File: src/ssa_pkg.sv
/*
  Constants, register map and types shared by the shift/subtract/stop datapath.
  Assumes an 8-bit register file of 256 bytes and a 32-bit AXI4-Lite bus in front.
*/
// Contract
// - An arithmetic right shift moves every bit one place down, keeps bit 7 and copies it into bit 6.
// - After the shift, carry is the old bit 0, zero and sign follow the result, overflow is 0, D and H hold.
// - A register byte whose upper nibble is 1110b names the working register given by its low nibble.
// - Opcode 6F is one byte long, takes 6 cycles, stops core and crystal clocks and leaves the flags.
// - Only a reset leaves the halted state, and afterwards fetching restarts at address 000Ch.
// - Subtract adds the two's complement of the source to the destination, writes the destination only.
// - Subtract opcodes 22 and 23 take 6 cycles, opcodes 24 to 27 take 10 cycles.
// - Full register forms carry the source byte first, immediate forms carry the destination first.
// - For both subtracts carry is cleared on a carry out of bit 7 and set otherwise, marking a borrow.
// - For both subtracts half-carry is cleared on a carry out of the low nibble and set otherwise.
// - Overflow is set when the operands differ in sign and the result sign equals the source sign.
// - Zero marks a zero result, sign a negative one, and the decimal-adjust flag always becomes 1.
// - Subtract with borrow takes destination minus source minus carry into the destination.
// - Subtract-with-borrow opcodes 32 to 37 share modes, byte order and cycle counts with 22 to 27.
package ssa_pkg;

  typedef enum logic [1:0] {ALU_SHIFT, ALU_SUB, ALU_SBC} alu_op_t;

  localparam logic [7:0] OFF_CTRL    = 8'h00;
  localparam logic [7:0] OFF_INSTR   = 8'h04;
  localparam logic [7:0] OFF_STATUS  = 8'h08;
  localparam logic [7:0] OFF_FLAGS   = 8'h0c;
  localparam logic [7:0] OFF_POINTER = 8'h10;
  localparam logic [7:0] OFF_PC      = 8'h14;
  localparam logic [7:0] OFF_REGADDR = 8'h18;
  localparam logic [7:0] OFF_REGDATA = 8'h1c;

  localparam int CTRL_START     = 0;
  localparam int CTRL_CLR_ILL   = 1;
  localparam int STAT_BUSY      = 0;
  localparam int STAT_HALTED    = 1;
  localparam int STAT_ILLEGAL   = 2;

  localparam int FLAG_C = 7;
  localparam int FLAG_Z = 6;
  localparam int FLAG_S = 5;
  localparam int FLAG_V = 4;
  localparam int FLAG_D = 3;
  localparam int FLAG_H = 2;
  localparam logic [7:0] FLAG_MASK  = 8'hfc;
  localparam logic [7:0] FLAG_RESET = 8'h00;

  localparam logic [7:0] OP_SHIFT_R  = 8'hd0;
  localparam logic [7:0] OP_SHIFT_IR = 8'hd1;
  localparam logic [7:0] OP_STOP     = 8'h6f;
  localparam logic [3:0] GRP_SUB     = 4'h2;
  localparam logic [3:0] GRP_SBC     = 4'h3;
  localparam logic [3:0] MODE_PAIR     = 4'h2;
  localparam logic [3:0] MODE_PAIR_IND = 4'h3;
  localparam logic [3:0] MODE_FULL     = 4'h4;
  localparam logic [3:0] MODE_FULL_IND = 4'h5;
  localparam logic [3:0] MODE_IMM      = 4'h6;
  localparam logic [3:0] MODE_IND_IMM  = 4'h7;
  localparam logic [3:0] WORK_NIBBLE   = 4'he;

  localparam logic [3:0]  CYC_SHORT  = 4'h6;
  localparam logic [3:0]  CYC_LONG   = 4'ha;
  localparam logic [15:0] LEN_ONE    = 16'h0001;
  localparam logic [15:0] LEN_TWO    = 16'h0002;
  localparam logic [15:0] LEN_THREE  = 16'h0003;
  localparam logic [15:0] RESTART_PC = 16'h000c;

  localparam logic [1:0] RESP_OKAY   = 2'h0;
  localparam logic [1:0] RESP_SLVERR = 2'h2;

endpackage

File: src/datapath_ifs.sv
/*
  Interfaces between the controller and its register store and arithmetic unit.
  Assumes both ends run on the same clock; these carry no timing of their own.
*/
`timescale 1ns/10ps
`default_nettype none

interface store_port_if;
  logic [7:0] raddrA;
  logic [7:0] raddrB;
  logic [7:0] rdataA;
  logic [7:0] rdataB;
  logic       we;
  logic [7:0] waddr;
  logic [7:0] wdata;
  modport user  (output raddrA, raddrB, we, waddr, wdata, input rdataA, rdataB);
  modport store (input raddrA, raddrB, we, waddr, wdata, output rdataA, rdataB);
endinterface

interface alu_port_if;
  ssa_pkg::alu_op_t kind;
  logic [7:0]       dst;
  logic [7:0]       src;
  logic [7:0]       flagsIn;
  logic [7:0]       result;
  logic [7:0]       flagsOut;
  modport user (output kind, dst, src, flagsIn, input result, flagsOut);
  modport unit (input kind, dst, src, flagsIn, output result, flagsOut);
endinterface

`default_nettype wire

File: src/operand_store.sv
/*
  The 256-byte register file: two combinational read ports, one write port.
  Assumes the controller never asks for two writes in one cycle.
*/
`timescale 1ns/10ps
`default_nettype none

module operand_store (
  input wire logic   mclk,
  store_port_if.store port
);
  // Contents carry no reset; software loads what it needs
  logic [7:0] mem [256];

  always_ff @(posedge mclk) begin
    if (port.we) begin
      mem[port.waddr] <= port.wdata;
    end
  end

  assign port.rdataA = mem[port.raddrA];
  assign port.rdataB = mem[port.raddrB];

endmodule // operand_store

`default_nettype wire

File: src/flag_alu.sv
/*
  Combinational result and flag logic for the right shift and both subtracts.
  Assumes flagsIn is the current flag byte; untouched flags pass through.
*/
`timescale 1ns/10ps
`default_nettype none

module flag_alu (
  alu_port_if.unit alu
);
  logic [8:0] wide;
  logic [4:0] low;
  logic       cin;
  logic [7:0] res;
  logic [7:0] fl;

  always_comb begin
    wide = 9'h000;
    low  = 5'h00;
    cin  = 1'b1;
    fl   = alu.flagsIn;
    res  = alu.dst;
    unique case (alu.kind)
      ssa_pkg::ALU_SHIFT: begin
        res = {alu.dst[7], alu.dst[7:1]};
        fl[ssa_pkg::FLAG_C] = alu.dst[0];
        fl[ssa_pkg::FLAG_V] = 1'b0;
      end
      ssa_pkg::ALU_SUB, ssa_pkg::ALU_SBC: begin
        // Borrow in is the inverted carry added as the two's complement's +1
        if (alu.kind == ssa_pkg::ALU_SBC) begin
          cin = ~alu.flagsIn[ssa_pkg::FLAG_C];
        end
        wide = {1'b0, alu.dst} + {1'b0, ~alu.src} + {8'h00, cin};
        low  = {1'b0, alu.dst[3:0]} + {1'b0, ~alu.src[3:0]} + {4'h0, cin};
        res  = wide[7:0];
        fl[ssa_pkg::FLAG_C] = ~wide[8];
        fl[ssa_pkg::FLAG_H] = ~low[4];
        fl[ssa_pkg::FLAG_V] = (alu.dst[7] != alu.src[7]) && (res[7] == alu.src[7]);
        fl[ssa_pkg::FLAG_D] = 1'b1;
      end
    endcase
    fl[ssa_pkg::FLAG_Z] = (res == 8'h00);
    fl[ssa_pkg::FLAG_S] = res[7];
  end

  assign alu.result   = res;
  assign alu.flagsOut = fl & ssa_pkg::FLAG_MASK;

endmodule // flag_alu

`default_nettype wire

File: src/shift_subtract_stop_alu.sv
/*
  Executes one shift, subtract, subtract-with-borrow or stop instruction loaded over
  AXI4-Lite, against the internal register file, and keeps the flags and fetch address.
  Assumes software loads the instruction bytes, then writes the start bit.
*/
`timescale 1ns/10ps
`default_nettype none

module shift_subtract_stop_alu (
  input  wire logic        mclk,
  input  wire logic        resetn,
  input  wire logic        awvalid,
  output logic             awready,
  input  wire logic [7:0]  awaddr,
  input  wire logic        wvalid,
  output logic             wready,
  input  wire logic [31:0] wdata,
  input  wire logic [3:0]  wstrb,
  output logic             bvalid,
  input  wire logic        bready,
  output logic [1:0]       bresp,
  input  wire logic        arvalid,
  output logic             arready,
  input  wire logic [7:0]  araddr,
  output logic             rvalid,
  input  wire logic        rready,
  output logic [31:0]      rdata,
  output logic [1:0]       rresp,
  output logic             sclkEnable,
  output logic             xtalEnable
);
  typedef enum logic [2:0] {IDLE, RESOLVE, EXECUTE, SETTLE, HALTED} core_state_t;

  core_state_t state;
  logic [3:0]  cnt;
  logic [23:0] instr;
  logic [7:0]  pointer;
  logic [7:0]  regAddr;
  logic [7:0]  flags;
  logic [15:0] pc;
  logic        illegal;
  logic        startPulse;
  logic [7:0]  dstEff;
  logic [7:0]  srcEff;
  logic [7:0]  awAddrHeld;
  logic [31:0] wDataHeld;
  logic [3:0]  wStrbHeld;
  logic        awHave;
  logic        wHave;
  logic        doWrite;
  logic        writeOk;
  logic        editable;
  logic        busy;
  logic [31:0] readWord;
  logic [1:0]  readResp;

  logic [7:0]       b1;
  logic [7:0]       b2;
  logic [7:0]       dstRaw;
  logic [7:0]       srcRaw;
  logic             dstInd;
  logic             srcInd;
  logic             useImm;
  logic             legal;
  logic             isStop;
  logic [3:0]       cycles;
  logic [15:0]      len;
  ssa_pkg::alu_op_t aluOp;

  store_port_if rfBus();
  alu_port_if   aluBus();

  operand_store u_store (
    .mclk (mclk),
    .port (rfBus)
  );

  flag_alu u_alu (
    .alu (aluBus)
  );

  assign busy     = (state == RESOLVE) || (state == EXECUTE) || (state == SETTLE);
  assign editable = (state == IDLE) || (state == HALTED);
  assign doWrite  = awHave && wHave && !bvalid;

  function automatic logic [7:0] workReg(input logic [7:0] raw, input logic [7:0] rp);
    if (raw[7:4] == ssa_pkg::WORK_NIBBLE) begin
      return {rp[7:4], raw[3:0]};
    end
    return raw;
  endfunction

  // Decode; instruction bytes and pointer are frozen while busy
  always_comb begin
    b1     = instr[15:8];
    b2     = instr[23:16];
    dstRaw = b1;
    srcRaw = b2;
    dstInd = 1'b0;
    srcInd = 1'b0;
    useImm = 1'b0;
    legal  = 1'b0;
    isStop = 1'b0;
    aluOp  = ssa_pkg::ALU_SUB;
    cycles = ssa_pkg::CYC_LONG;
    len    = ssa_pkg::LEN_THREE;
    if (instr[7:0] == ssa_pkg::OP_STOP) begin
      isStop = 1'b1;
      legal  = 1'b1;
      cycles = ssa_pkg::CYC_SHORT;
      len    = ssa_pkg::LEN_ONE;
    end else if (instr[7:0] == ssa_pkg::OP_SHIFT_R || instr[7:0] == ssa_pkg::OP_SHIFT_IR) begin
      legal  = 1'b1;
      aluOp  = ssa_pkg::ALU_SHIFT;
      dstRaw = workReg(b1, pointer);
      srcRaw = dstRaw;
      dstInd = instr[0];
      cycles = ssa_pkg::CYC_SHORT;
      len    = ssa_pkg::LEN_TWO;
    end else if (instr[7:4] == ssa_pkg::GRP_SUB || instr[7:4] == ssa_pkg::GRP_SBC) begin
      legal = 1'b1;
      if (instr[7:4] == ssa_pkg::GRP_SBC) begin
        aluOp = ssa_pkg::ALU_SBC;
      end
      unique case (instr[3:0])
        ssa_pkg::MODE_PAIR, ssa_pkg::MODE_PAIR_IND: begin
          dstRaw = {pointer[7:4], b1[7:4]};
          srcRaw = {pointer[7:4], b1[3:0]};
          srcInd = instr[0];
          cycles = ssa_pkg::CYC_SHORT;
          len    = ssa_pkg::LEN_TWO;
        end
        ssa_pkg::MODE_FULL, ssa_pkg::MODE_FULL_IND: begin
          srcRaw = workReg(b1, pointer);
          dstRaw = workReg(b2, pointer);
          srcInd = instr[0];
        end
        ssa_pkg::MODE_IMM, ssa_pkg::MODE_IND_IMM: begin
          dstRaw = workReg(b1, pointer);
          dstInd = instr[0];
          useImm = 1'b1;
        end
        default: legal = 1'b0;
      endcase
    end
  end

  always_comb begin
    rfBus.raddrA = regAddr;
    rfBus.raddrB = srcRaw;
    if (state == RESOLVE) begin
      rfBus.raddrA = dstRaw;
    end else if (state == EXECUTE) begin
      rfBus.raddrA = dstEff;
      rfBus.raddrB = srcEff;
    end
  end

  always_comb begin
    rfBus.we    = doWrite && writeOk && awAddrHeld == ssa_pkg::OFF_REGDATA && wStrbHeld[0];
    rfBus.waddr = regAddr;
    rfBus.wdata = wDataHeld[7:0];
    if (state == EXECUTE && !isStop) begin
      rfBus.we    = 1'b1;
      rfBus.waddr = dstEff;
      rfBus.wdata = aluBus.result;
    end
  end

  assign aluBus.kind    = aluOp;
  assign aluBus.dst     = rfBus.rdataA;
  assign aluBus.src     = useImm ? b2 : rfBus.rdataB;
  assign aluBus.flagsIn = flags;

  always_ff @(posedge mclk) begin
    if (!resetn) begin
      state  <= IDLE;
      cnt    <= 4'h0;
      dstEff <= 8'h00;
      srcEff <= 8'h00;
    end else begin
      unique case (state)
        IDLE: begin
          if (startPulse && legal) begin
            state <= RESOLVE;
            cnt   <= 4'h1;
          end
        end
        RESOLVE: begin
          dstEff <= dstInd ? rfBus.rdataA : dstRaw;
          srcEff <= srcInd ? rfBus.rdataB : srcRaw;
          state  <= EXECUTE;
          cnt    <= cnt + 4'h1;
        end
        EXECUTE: begin
          state <= SETTLE;
          cnt   <= cnt + 4'h1;
        end
        SETTLE: begin
          if (cnt == cycles) begin
            state <= isStop ? HALTED : IDLE;
          end else begin
            cnt <= cnt + 4'h1;
          end
        end
        HALTED: state <= HALTED;
      endcase
    end
  end

  // Stopping drops the core and crystal clock enables on the edge that enters HALTED, where execution freezes
  always_ff @(posedge mclk) begin
    if (!resetn) begin
      sclkEnable <= 1'b1;
      xtalEnable <= 1'b1;
    end else if (state == SETTLE && cnt == cycles && isStop) begin
      sclkEnable <= 1'b0;
      xtalEnable <= 1'b0;
    end
  end

  always_ff @(posedge mclk) begin
    if (!resetn) begin
      pc <= ssa_pkg::RESTART_PC;
    end else if (state == SETTLE && cnt == cycles && !isStop) begin
      pc <= pc + len;
    end
  end

  always_ff @(posedge mclk) begin
    if (!resetn) begin
      flags <= ssa_pkg::FLAG_RESET;
    end else if (state == EXECUTE && !isStop) begin
      flags <= aluBus.flagsOut;
    end else if (doWrite && writeOk && awAddrHeld == ssa_pkg::OFF_FLAGS && wStrbHeld[0]) begin
      flags <= wDataHeld[7:0] & ssa_pkg::FLAG_MASK;
    end
  end

  always_comb begin
    unique case (awAddrHeld)
      ssa_pkg::OFF_CTRL: writeOk = 1'b1;
      ssa_pkg::OFF_INSTR, ssa_pkg::OFF_FLAGS, ssa_pkg::OFF_POINTER,
      ssa_pkg::OFF_REGADDR, ssa_pkg::OFF_REGDATA: writeOk = editable;
      default: writeOk = 1'b0;
    endcase
  end

  always_ff @(posedge mclk) begin
    if (!resetn) begin
      awready    <= 1'b1;
      wready     <= 1'b1;
      awHave     <= 1'b0;
      wHave      <= 1'b0;
      bvalid     <= 1'b0;
      bresp      <= ssa_pkg::RESP_OKAY;
      awAddrHeld <= 8'h00;
      wDataHeld  <= 32'h0000_0000;
      wStrbHeld  <= 4'h0;
    end else begin
      if (awvalid && awready) begin
        awAddrHeld <= awaddr;
        awHave     <= 1'b1;
        awready    <= 1'b0;
      end
      if (wvalid && wready) begin
        wDataHeld <= wdata;
        wStrbHeld <= wstrb;
        wHave     <= 1'b1;
        wready    <= 1'b0;
      end
      if (doWrite) begin
        bvalid <= 1'b1;
        bresp  <= writeOk ? ssa_pkg::RESP_OKAY : ssa_pkg::RESP_SLVERR;
        awHave <= 1'b0;
        wHave  <= 1'b0;
      end
      if (bvalid && bready) begin
        bvalid  <= 1'b0;
        awready <= 1'b1;
        wready  <= 1'b1;
      end
    end
  end

  generate
    for (genvar lane = 0; lane < 3; lane++) begin : g_instr_lane
      always_ff @(posedge mclk) begin
        if (!resetn) begin
          instr[lane*8 +: 8] <= 8'h00;
        end else if (doWrite && writeOk && awAddrHeld == ssa_pkg::OFF_INSTR && wStrbHeld[lane]) begin
          instr[lane*8 +: 8] <= wDataHeld[lane*8 +: 8];
        end
      end
    end
  endgenerate

  always_ff @(posedge mclk) begin
    if (!resetn) begin
      pointer <= 8'h00;
      regAddr <= 8'h00;
    end else if (doWrite && writeOk && wStrbHeld[0]) begin
      if (awAddrHeld == ssa_pkg::OFF_POINTER) begin
        pointer <= wDataHeld[7:0];
      end
      if (awAddrHeld == ssa_pkg::OFF_REGADDR) begin
        regAddr <= wDataHeld[7:0];
      end
    end
  end

  // A start while busy or halted is dropped; illegal opcodes only raise the sticky bit
  always_ff @(posedge mclk) begin
    if (!resetn) begin
      startPulse <= 1'b0;
      illegal    <= 1'b0;
    end else begin
      startPulse <= doWrite && awAddrHeld == ssa_pkg::OFF_CTRL && wStrbHeld[0]
                    && wDataHeld[ssa_pkg::CTRL_START] && state == IDLE;
      if (startPulse && state == IDLE && !legal) begin
        illegal <= 1'b1;
      end else if (doWrite && awAddrHeld == ssa_pkg::OFF_CTRL && wStrbHeld[0]
                   && wDataHeld[ssa_pkg::CTRL_CLR_ILL]) begin
        illegal <= 1'b0;
      end
    end
  end

  always_comb begin
    readWord = 32'h0000_0000;
    readResp = ssa_pkg::RESP_OKAY;
    unique case (araddr)
      ssa_pkg::OFF_CTRL:    readWord = 32'h0000_0000;
      ssa_pkg::OFF_INSTR:   readWord = {8'h00, instr};
      ssa_pkg::OFF_STATUS: begin
        readWord[ssa_pkg::STAT_BUSY]    = busy;
        readWord[ssa_pkg::STAT_HALTED]  = (state == HALTED);
        readWord[ssa_pkg::STAT_ILLEGAL] = illegal;
      end
      ssa_pkg::OFF_FLAGS:   readWord = {24'h00_0000, flags};
      ssa_pkg::OFF_POINTER: readWord = {24'h00_0000, pointer};
      ssa_pkg::OFF_PC:      readWord = {16'h0000, pc};
      ssa_pkg::OFF_REGADDR: readWord = {24'h00_0000, regAddr};
      ssa_pkg::OFF_REGDATA: begin
        if (editable) begin
          readWord = {24'h00_0000, rfBus.rdataA};
        end else begin
          readResp = ssa_pkg::RESP_SLVERR;
        end
      end
      default: readResp = ssa_pkg::RESP_SLVERR;
    endcase
  end

  always_ff @(posedge mclk) begin
    if (!resetn) begin
      arready <= 1'b1;
      rvalid  <= 1'b0;
      rdata   <= 32'h0000_0000;
      rresp   <= ssa_pkg::RESP_OKAY;
    end else if (arvalid && arready) begin
      arready <= 1'b0;
      rvalid  <= 1'b1;
      rdata   <= readWord;
      rresp   <= readResp;
    end else if (rvalid && rready) begin
      rvalid  <= 1'b0;
      arready <= 1'b1;
    end
  end

  // Reference values that only the checks below read
  logic       carryUsed;
  logic [7:0] expDiff;
  logic       expBorrow;
  logic       expHalf;
  logic       subExec;
  logic       shiftExec;
  assign carryUsed = (aluOp == ssa_pkg::ALU_SBC) ? flags[ssa_pkg::FLAG_C] : 1'b0;
  assign expDiff   = aluBus.dst - aluBus.src - {7'h00, carryUsed};
  assign expBorrow = {1'b0, aluBus.dst} < ({1'b0, aluBus.src} + {8'h00, carryUsed});
  assign expHalf   = {1'b0, aluBus.dst[3:0]} < ({1'b0, aluBus.src[3:0]} + {4'h0, carryUsed});
  assign subExec   = state == EXECUTE && !isStop && aluOp != ssa_pkg::ALU_SHIFT;
  assign shiftExec = state == EXECUTE && !isStop && aluOp == ssa_pkg::ALU_SHIFT;

  chk_shift_value: assert property (@(posedge mclk) disable iff (!resetn)
    shiftExec |-> rfBus.we && rfBus.wdata == {aluBus.dst[7], aluBus.dst[7:1]})
    else $error("shift result wrong");
  chk_shift_flags: assert property (@(posedge mclk) disable iff (!resetn)
    shiftExec |=> flags[ssa_pkg::FLAG_C] == $past(aluBus.dst[0]) && !flags[ssa_pkg::FLAG_V]
      && flags[ssa_pkg::FLAG_D] == $past(flags[ssa_pkg::FLAG_D]))
    else $error("shift flags wrong");
  chk_work_decode: assert property (@(posedge mclk) disable iff (!resetn)
    (state == RESOLVE && instr[7:0] == ssa_pkg::OP_SHIFT_R && b1[7:4] == ssa_pkg::WORK_NIBBLE)
      |=> dstEff == {pointer[7:4], b1[3:0]})
    else $error("working register decode wrong");
  chk_sub_writeback: assert property (@(posedge mclk) disable iff (!resetn)
    subExec |-> rfBus.we && rfBus.waddr == dstEff && rfBus.wdata == expDiff)
    else $error("subtract write-back wrong");
  chk_sub_borrow: assert property (@(posedge mclk) disable iff (!resetn)
    subExec |=> flags[ssa_pkg::FLAG_C] == $past(expBorrow))
    else $error("borrow flag wrong");
  chk_half_borrow: assert property (@(posedge mclk) disable iff (!resetn)
    subExec |=> flags[ssa_pkg::FLAG_H] == $past(expHalf))
    else $error("half borrow flag wrong");
  chk_decimal_zero: assert property (@(posedge mclk) disable iff (!resetn)
    subExec |=> flags[ssa_pkg::FLAG_D] && flags[ssa_pkg::FLAG_Z] == ($past(expDiff) == 8'h00))
    else $error("decimal or zero flag wrong");
  chk_short_length: assert property (@(posedge mclk) disable iff (!resetn)
    (state == IDLE && startPulse && legal && cycles == ssa_pkg::CYC_SHORT) |=> busy[*6] ##1 !busy)
    else $error("short instruction length wrong");
  chk_long_length: assert property (@(posedge mclk) disable iff (!resetn)
    (state == IDLE && startPulse && legal && cycles == ssa_pkg::CYC_LONG)
      |=> busy[*8] ##1 busy[*2] ##1 !busy)
    else $error("long instruction length wrong");
  chk_halt_held: assert property (@(posedge mclk) disable iff (!resetn)
    state == HALTED |=> state == HALTED && !sclkEnable && !xtalEnable && pc == $past(pc))
    else $error("halted state left without reset");
  chk_stop_entry: assert property (@(posedge mclk) disable iff (!resetn)
    (state == IDLE && startPulse && isStop) |-> ##7 state == HALTED && !sclkEnable
      && flags == $past(flags, 7))
    else $error("stop entry wrong");

endmodule // shift_subtract_stop_alu

`default_nettype wire

File: config.mk
export PLATFORM = sky130hd
export DESIGN_NAME = shift_subtract_stop_alu
export DESIGN_NICKNAME = d
export VERILOG_FILES = /design/src/ssa_pkg.sv /design/src/datapath_ifs.sv /design/src/operand_store.sv /design/src/flag_alu.sv /design/src/shift_subtract_stop_alu.sv
export SDC_FILE = /design/constraint.sdc
export NUM_CORES = 2
export LEC_CHECK = 0
export BUFFER_PORTS_ARGS = -buffer_cell sky130_fd_sc_hd__buf_2
export CORE_MARGIN = 2
export CORE_UTILIZATION = 45
export DETAILED_ROUTE_END_ITERATION = 8
export PLACE_DENSITY = 0.69
export SLEW_MARGIN = 0
export SYNTH_ARGS = -nofsm -noshare
export SYNTH_HDL_FRONTEND = slang
export SYNTH_HIERARCHICAL = 1
export SYNTH_SLANG_ARGS = --single-unit
File: constraint.sdc
create_clock -name mclk -period 9.1 [get_ports mclk]
set_input_delay 1.82 -clock mclk [delete_from_list [all_inputs] [get_ports mclk]]
set_output_delay 1.82 -clock mclk [all_outputs]
set_load 0.01 [all_outputs]
==> flow_summary.yaml <==
pwr:
  pwr-share-comb_pct: 1.5
  p_clk_share_pct: 44.0
  internal_power_w: 0.01613
  power.sequential.fraction_pct: 54.5
  power_switching_share_pct: 20.93
  power.static_leakage_nw: 35.16
  max-vdd-ir-drop_uv: 182.1
  p_per_area_nw_per_um2: 174.5
  switchingPower_w: 0.004271
worst_hold_path:
  hold_end: "b1[6]"
  hold_path.startpoint: "wDataHeld[14]"
  hold_depth: 2
  hold_class: "flip-flop to flip-flop"
timing:
  period_needed_ns: 8.828
  timing.fmax_mhz: 113.3
  grt_setup_unrepaired: "no"
  tightest_slew_ns: 1.631
  total_negative_setup_slack_ns: 0
  finalClockSkew_ns: 0.08029
  timing.final.crit_share_pct: 97.02
  max-slew-margin-rel_pct: -9.398
  worst_path_setup_slack_after_routing_ns: 0.2716
  final_hold_viol_count: 0
  timing.final.setup_violations: 0
  drv_slew: 4
layout:
  area.growth.synth_to_final_pct: 11.18
  post_route_cells_drive_above_1_share_pct: 30.05
  layout.nets: 6158
  area.sequential_um2: 64660
  multi_input_area_um2: 37720
  fill_cell_instance_count_of_the_final_layout: 18560
logic_synthesis:
  synth_edf_count: 2048
  netlist-cell-type-count: 100
  synth_top_cell_area_share_pct: 58.46
  synth_warnings: 6
  synth_async_sr_flop_share_pct: 0
  postSynthRegisterBits: 2206
  avgSynthCellArea_um2: 17.71
  yosysTopAreaCell: "edfxtp_1"
  seq_area_frac_synth_pct: 61.46
  synth.top_cells.by_count: "edfxtp_1, mux4_2, nor2_1"
  syn_area_um2: 105200
  synthesized_instance_count: 5941
  synth-main-ff-cell: "edfxtp_1"
  synth.top_cells.by_area: "edfxtp_1, mux4_2, dfxtp_1"
  synthMostInstantiatedCell: "edfxtp_1"
route:
  firstDrtPassIters: 6
  route.vias.total: 64540
  ant_nets: 0
  detail_route.drc_violations: 0
  totalWireLength_um: 329400
  dr.first_iter.drc_count: 10060
  wire_per_inst_um: 35.33
  route.detailed.vias_per_inst: 6.921
placement:
  detailedPlace.worstSlack_ns: 0.8175
  globalplace.congestion: 0.9968
  number_of_input_and_output_port_buffers_inserted: 82
  hpwl_detailed_um: 219900
clocking:
  cts_post_setup_buffers_inserted: 0
  cts-root-to-sink-buffers: 3
  cts_htree_levels: 4
  clock_latency_at_the_later_pin_of_the_worst_skew_pair_ns: 0.91
  clock_tree_from_tritoncts: "done"
  path_clk_slew_ns: 0.06
  cts_resized: 0
  cts.sink_count: 2206
  cts-buffers-inserted: 218
  number_of_hold_buffers_added_after_cts: 0
  cts_root_buf: "clkbuf_16"
status:
  run_status: "finished with violations"
  violations: "max-capacitance violations, max-slew violations"
floorplan:
  die_x_um: 487.5
  initial_utilization_pct: 45.24
  floorplan_die_height_um: 487.5
  die_area_um2: 237700
  placement_rows: 177
  pin_count: 102
  fp.coreArea_um2: 232500
worst_setup_path:
  timing.rr.end: "u_store/mem[127][7]"
  critical_path_required_ns: 9.76
  worstPathMaxFanout: 33
  criticalPathCategory: "flip-flop to flip-flop"
  timing.critical_path.arrival_ns: 9.49
  critPathLaunch: "instr[2]"
  rr_worst_depth: 22
  setup.reg_to_reg.worst_slack_ns: 0.27
  critical_path.endpoint_type: "flip-flop"
  regToRegStartpoint: "instr[2]"
  crit_path_start_kind: "flip-flop"
global_routing:
  grt_antenna_before_repair: 12
  global_route.overflow_total: 0
  track_usage_pct: 27.50
  via_count_of_the_first_global_routing_pass: 63080
  pin_count_of_the_biggest_net_entering_global_routing: 168
  wire_length_of_the_first_global_routing_pass_um: 466700
job:
  timing.max_cap.violations: 3
-- critical path: stages, from the launching register on --
cell and delay (ns):
dfxtp_1 0.74, o21ai_0 0.37, a21oi_1 0.66, mux2i_1 0.30
a21oi_4 0.27, buf_4 0.42, buf_12 0.35, mux4_2 0.57
mux4_2 0.50, nand2_1 0.13, a21oi_1 0.08, a211oi_1 1.26
nor4_1 0.39, mux2_2 0.46, inv_1 0.07, ha_1 0.29
o21a_1 0.21, nor2_1 0.17, a2111oi_0 0.10, nor3_1 0.30
nand2_1 0.18, nand2_8 0.34, buf_4 0.32
-- registers in the layout, summed over array words and instances (netlist names), 3 cells and up --
name	cells
aluBus.flagsIn	8
awAddrHeld	8
b1	8
b2	8
cnt	4
dstEff	8
instr	8
pc	16
pointer	8
rdata	24
regAddr	8
srcEff	8
state	3
u_store/mem	2048
wDataHeld	24
wStrbHeld	3
-- per-layer routing --
metal	GRT usage [%]	up-vias	share of wire [%]
met5	0	-	0.0079
met4	14.38	4	6.2
met3	6.661	877	13
met2	41.50	4776	45
met1	37.20	33660	36
li1	-	25220	-
-- per-stage QoR --
stage	area (µm²)	power [W]	hold slack [ns]	utilization (%)	cells
floorplan	105200	0.01151	0.4294	-	5951
global placement	109900	0.01162	0.4420	47.25	8907
detailed placement	109900	0.01164	0.4427	47.25	8907
CTS	116900	0.02049	0.4432	50.29	9316
global route	116900	0.02089	0.4772	50.29	9317
finish	117000	0.02041	0.4407	50.30	9325
-- how the worst max path moves through the flow --
stage,slack (ns),depth (start not counted),endpoint
5_1_grt,0.04,22,u_store/mem[127][7]
6_report,0.27,22,u_store/mem[127][7]
2_1_floorplan,0.09,25,u_store/mem[0][4]
3_5_place_dp,0.82,20,u_store/mem[126][7]
4_1_cts,0.75,20,u_store/mem[127][7]
3_3_place_gp,0.93,22,u_store/mem[7][7]
-- layout make-up --
type / instances / area share (%)
diodes: 9 / 0.01925
clock inverters: 148 / 1.179
clock buffers: 261 / 4.864
repair buffers: 387 / 3.036
inverters: 34 / 0.1134
flip-flops and latches: 2206 / 55.28
well taps: 3043 / 3.255
multi-input cells: 3237 / 32.25
-- logic make-up after synthesis --
kind of cell / after synthesis / synth area share (%)
and+or+nand+nor: 1067 / 4.571
adders and majority gates: 15 / 0.1998
DFF: 2206 / 61.46
muxes: 1371 / 25.61
buffers and inverters: 508 / 2.961
other: 2 / 0.007139
AOI/OAI and AO/OA: 762 / 5.108
xor gates and xnor gates: 10 / 0.08325
-- power by group through the flow --
stage | Combinational, W | Sequential (W) | Clock, W
floorplan | 0.000133 | 0.0114 | 0
global placement | 0.000283 | 0.0113 | 0
CTS | 0.000300 | 0.0111 | 0.00907
finish | 0.000304 | 0.0111 | 0.00898
detailed placement | 0.000300 | 0.0113 | 0
global route | 0.000326 | 0.0111 | 0.00945
-- cells in the final DEF (no fill, tap or decap), types with 90 or more instances in the layout --
master and n:
edfxtp_1 2048, a21oi_1 192, mux2i_1 269, nand3_1 90, nor2_1 379, buf_4 237
mux4_2 1051, clkbuf_16 220, nand2_1 349, dfxtp_1 158
Note: power is estimated with default switching activity, not from simulation.
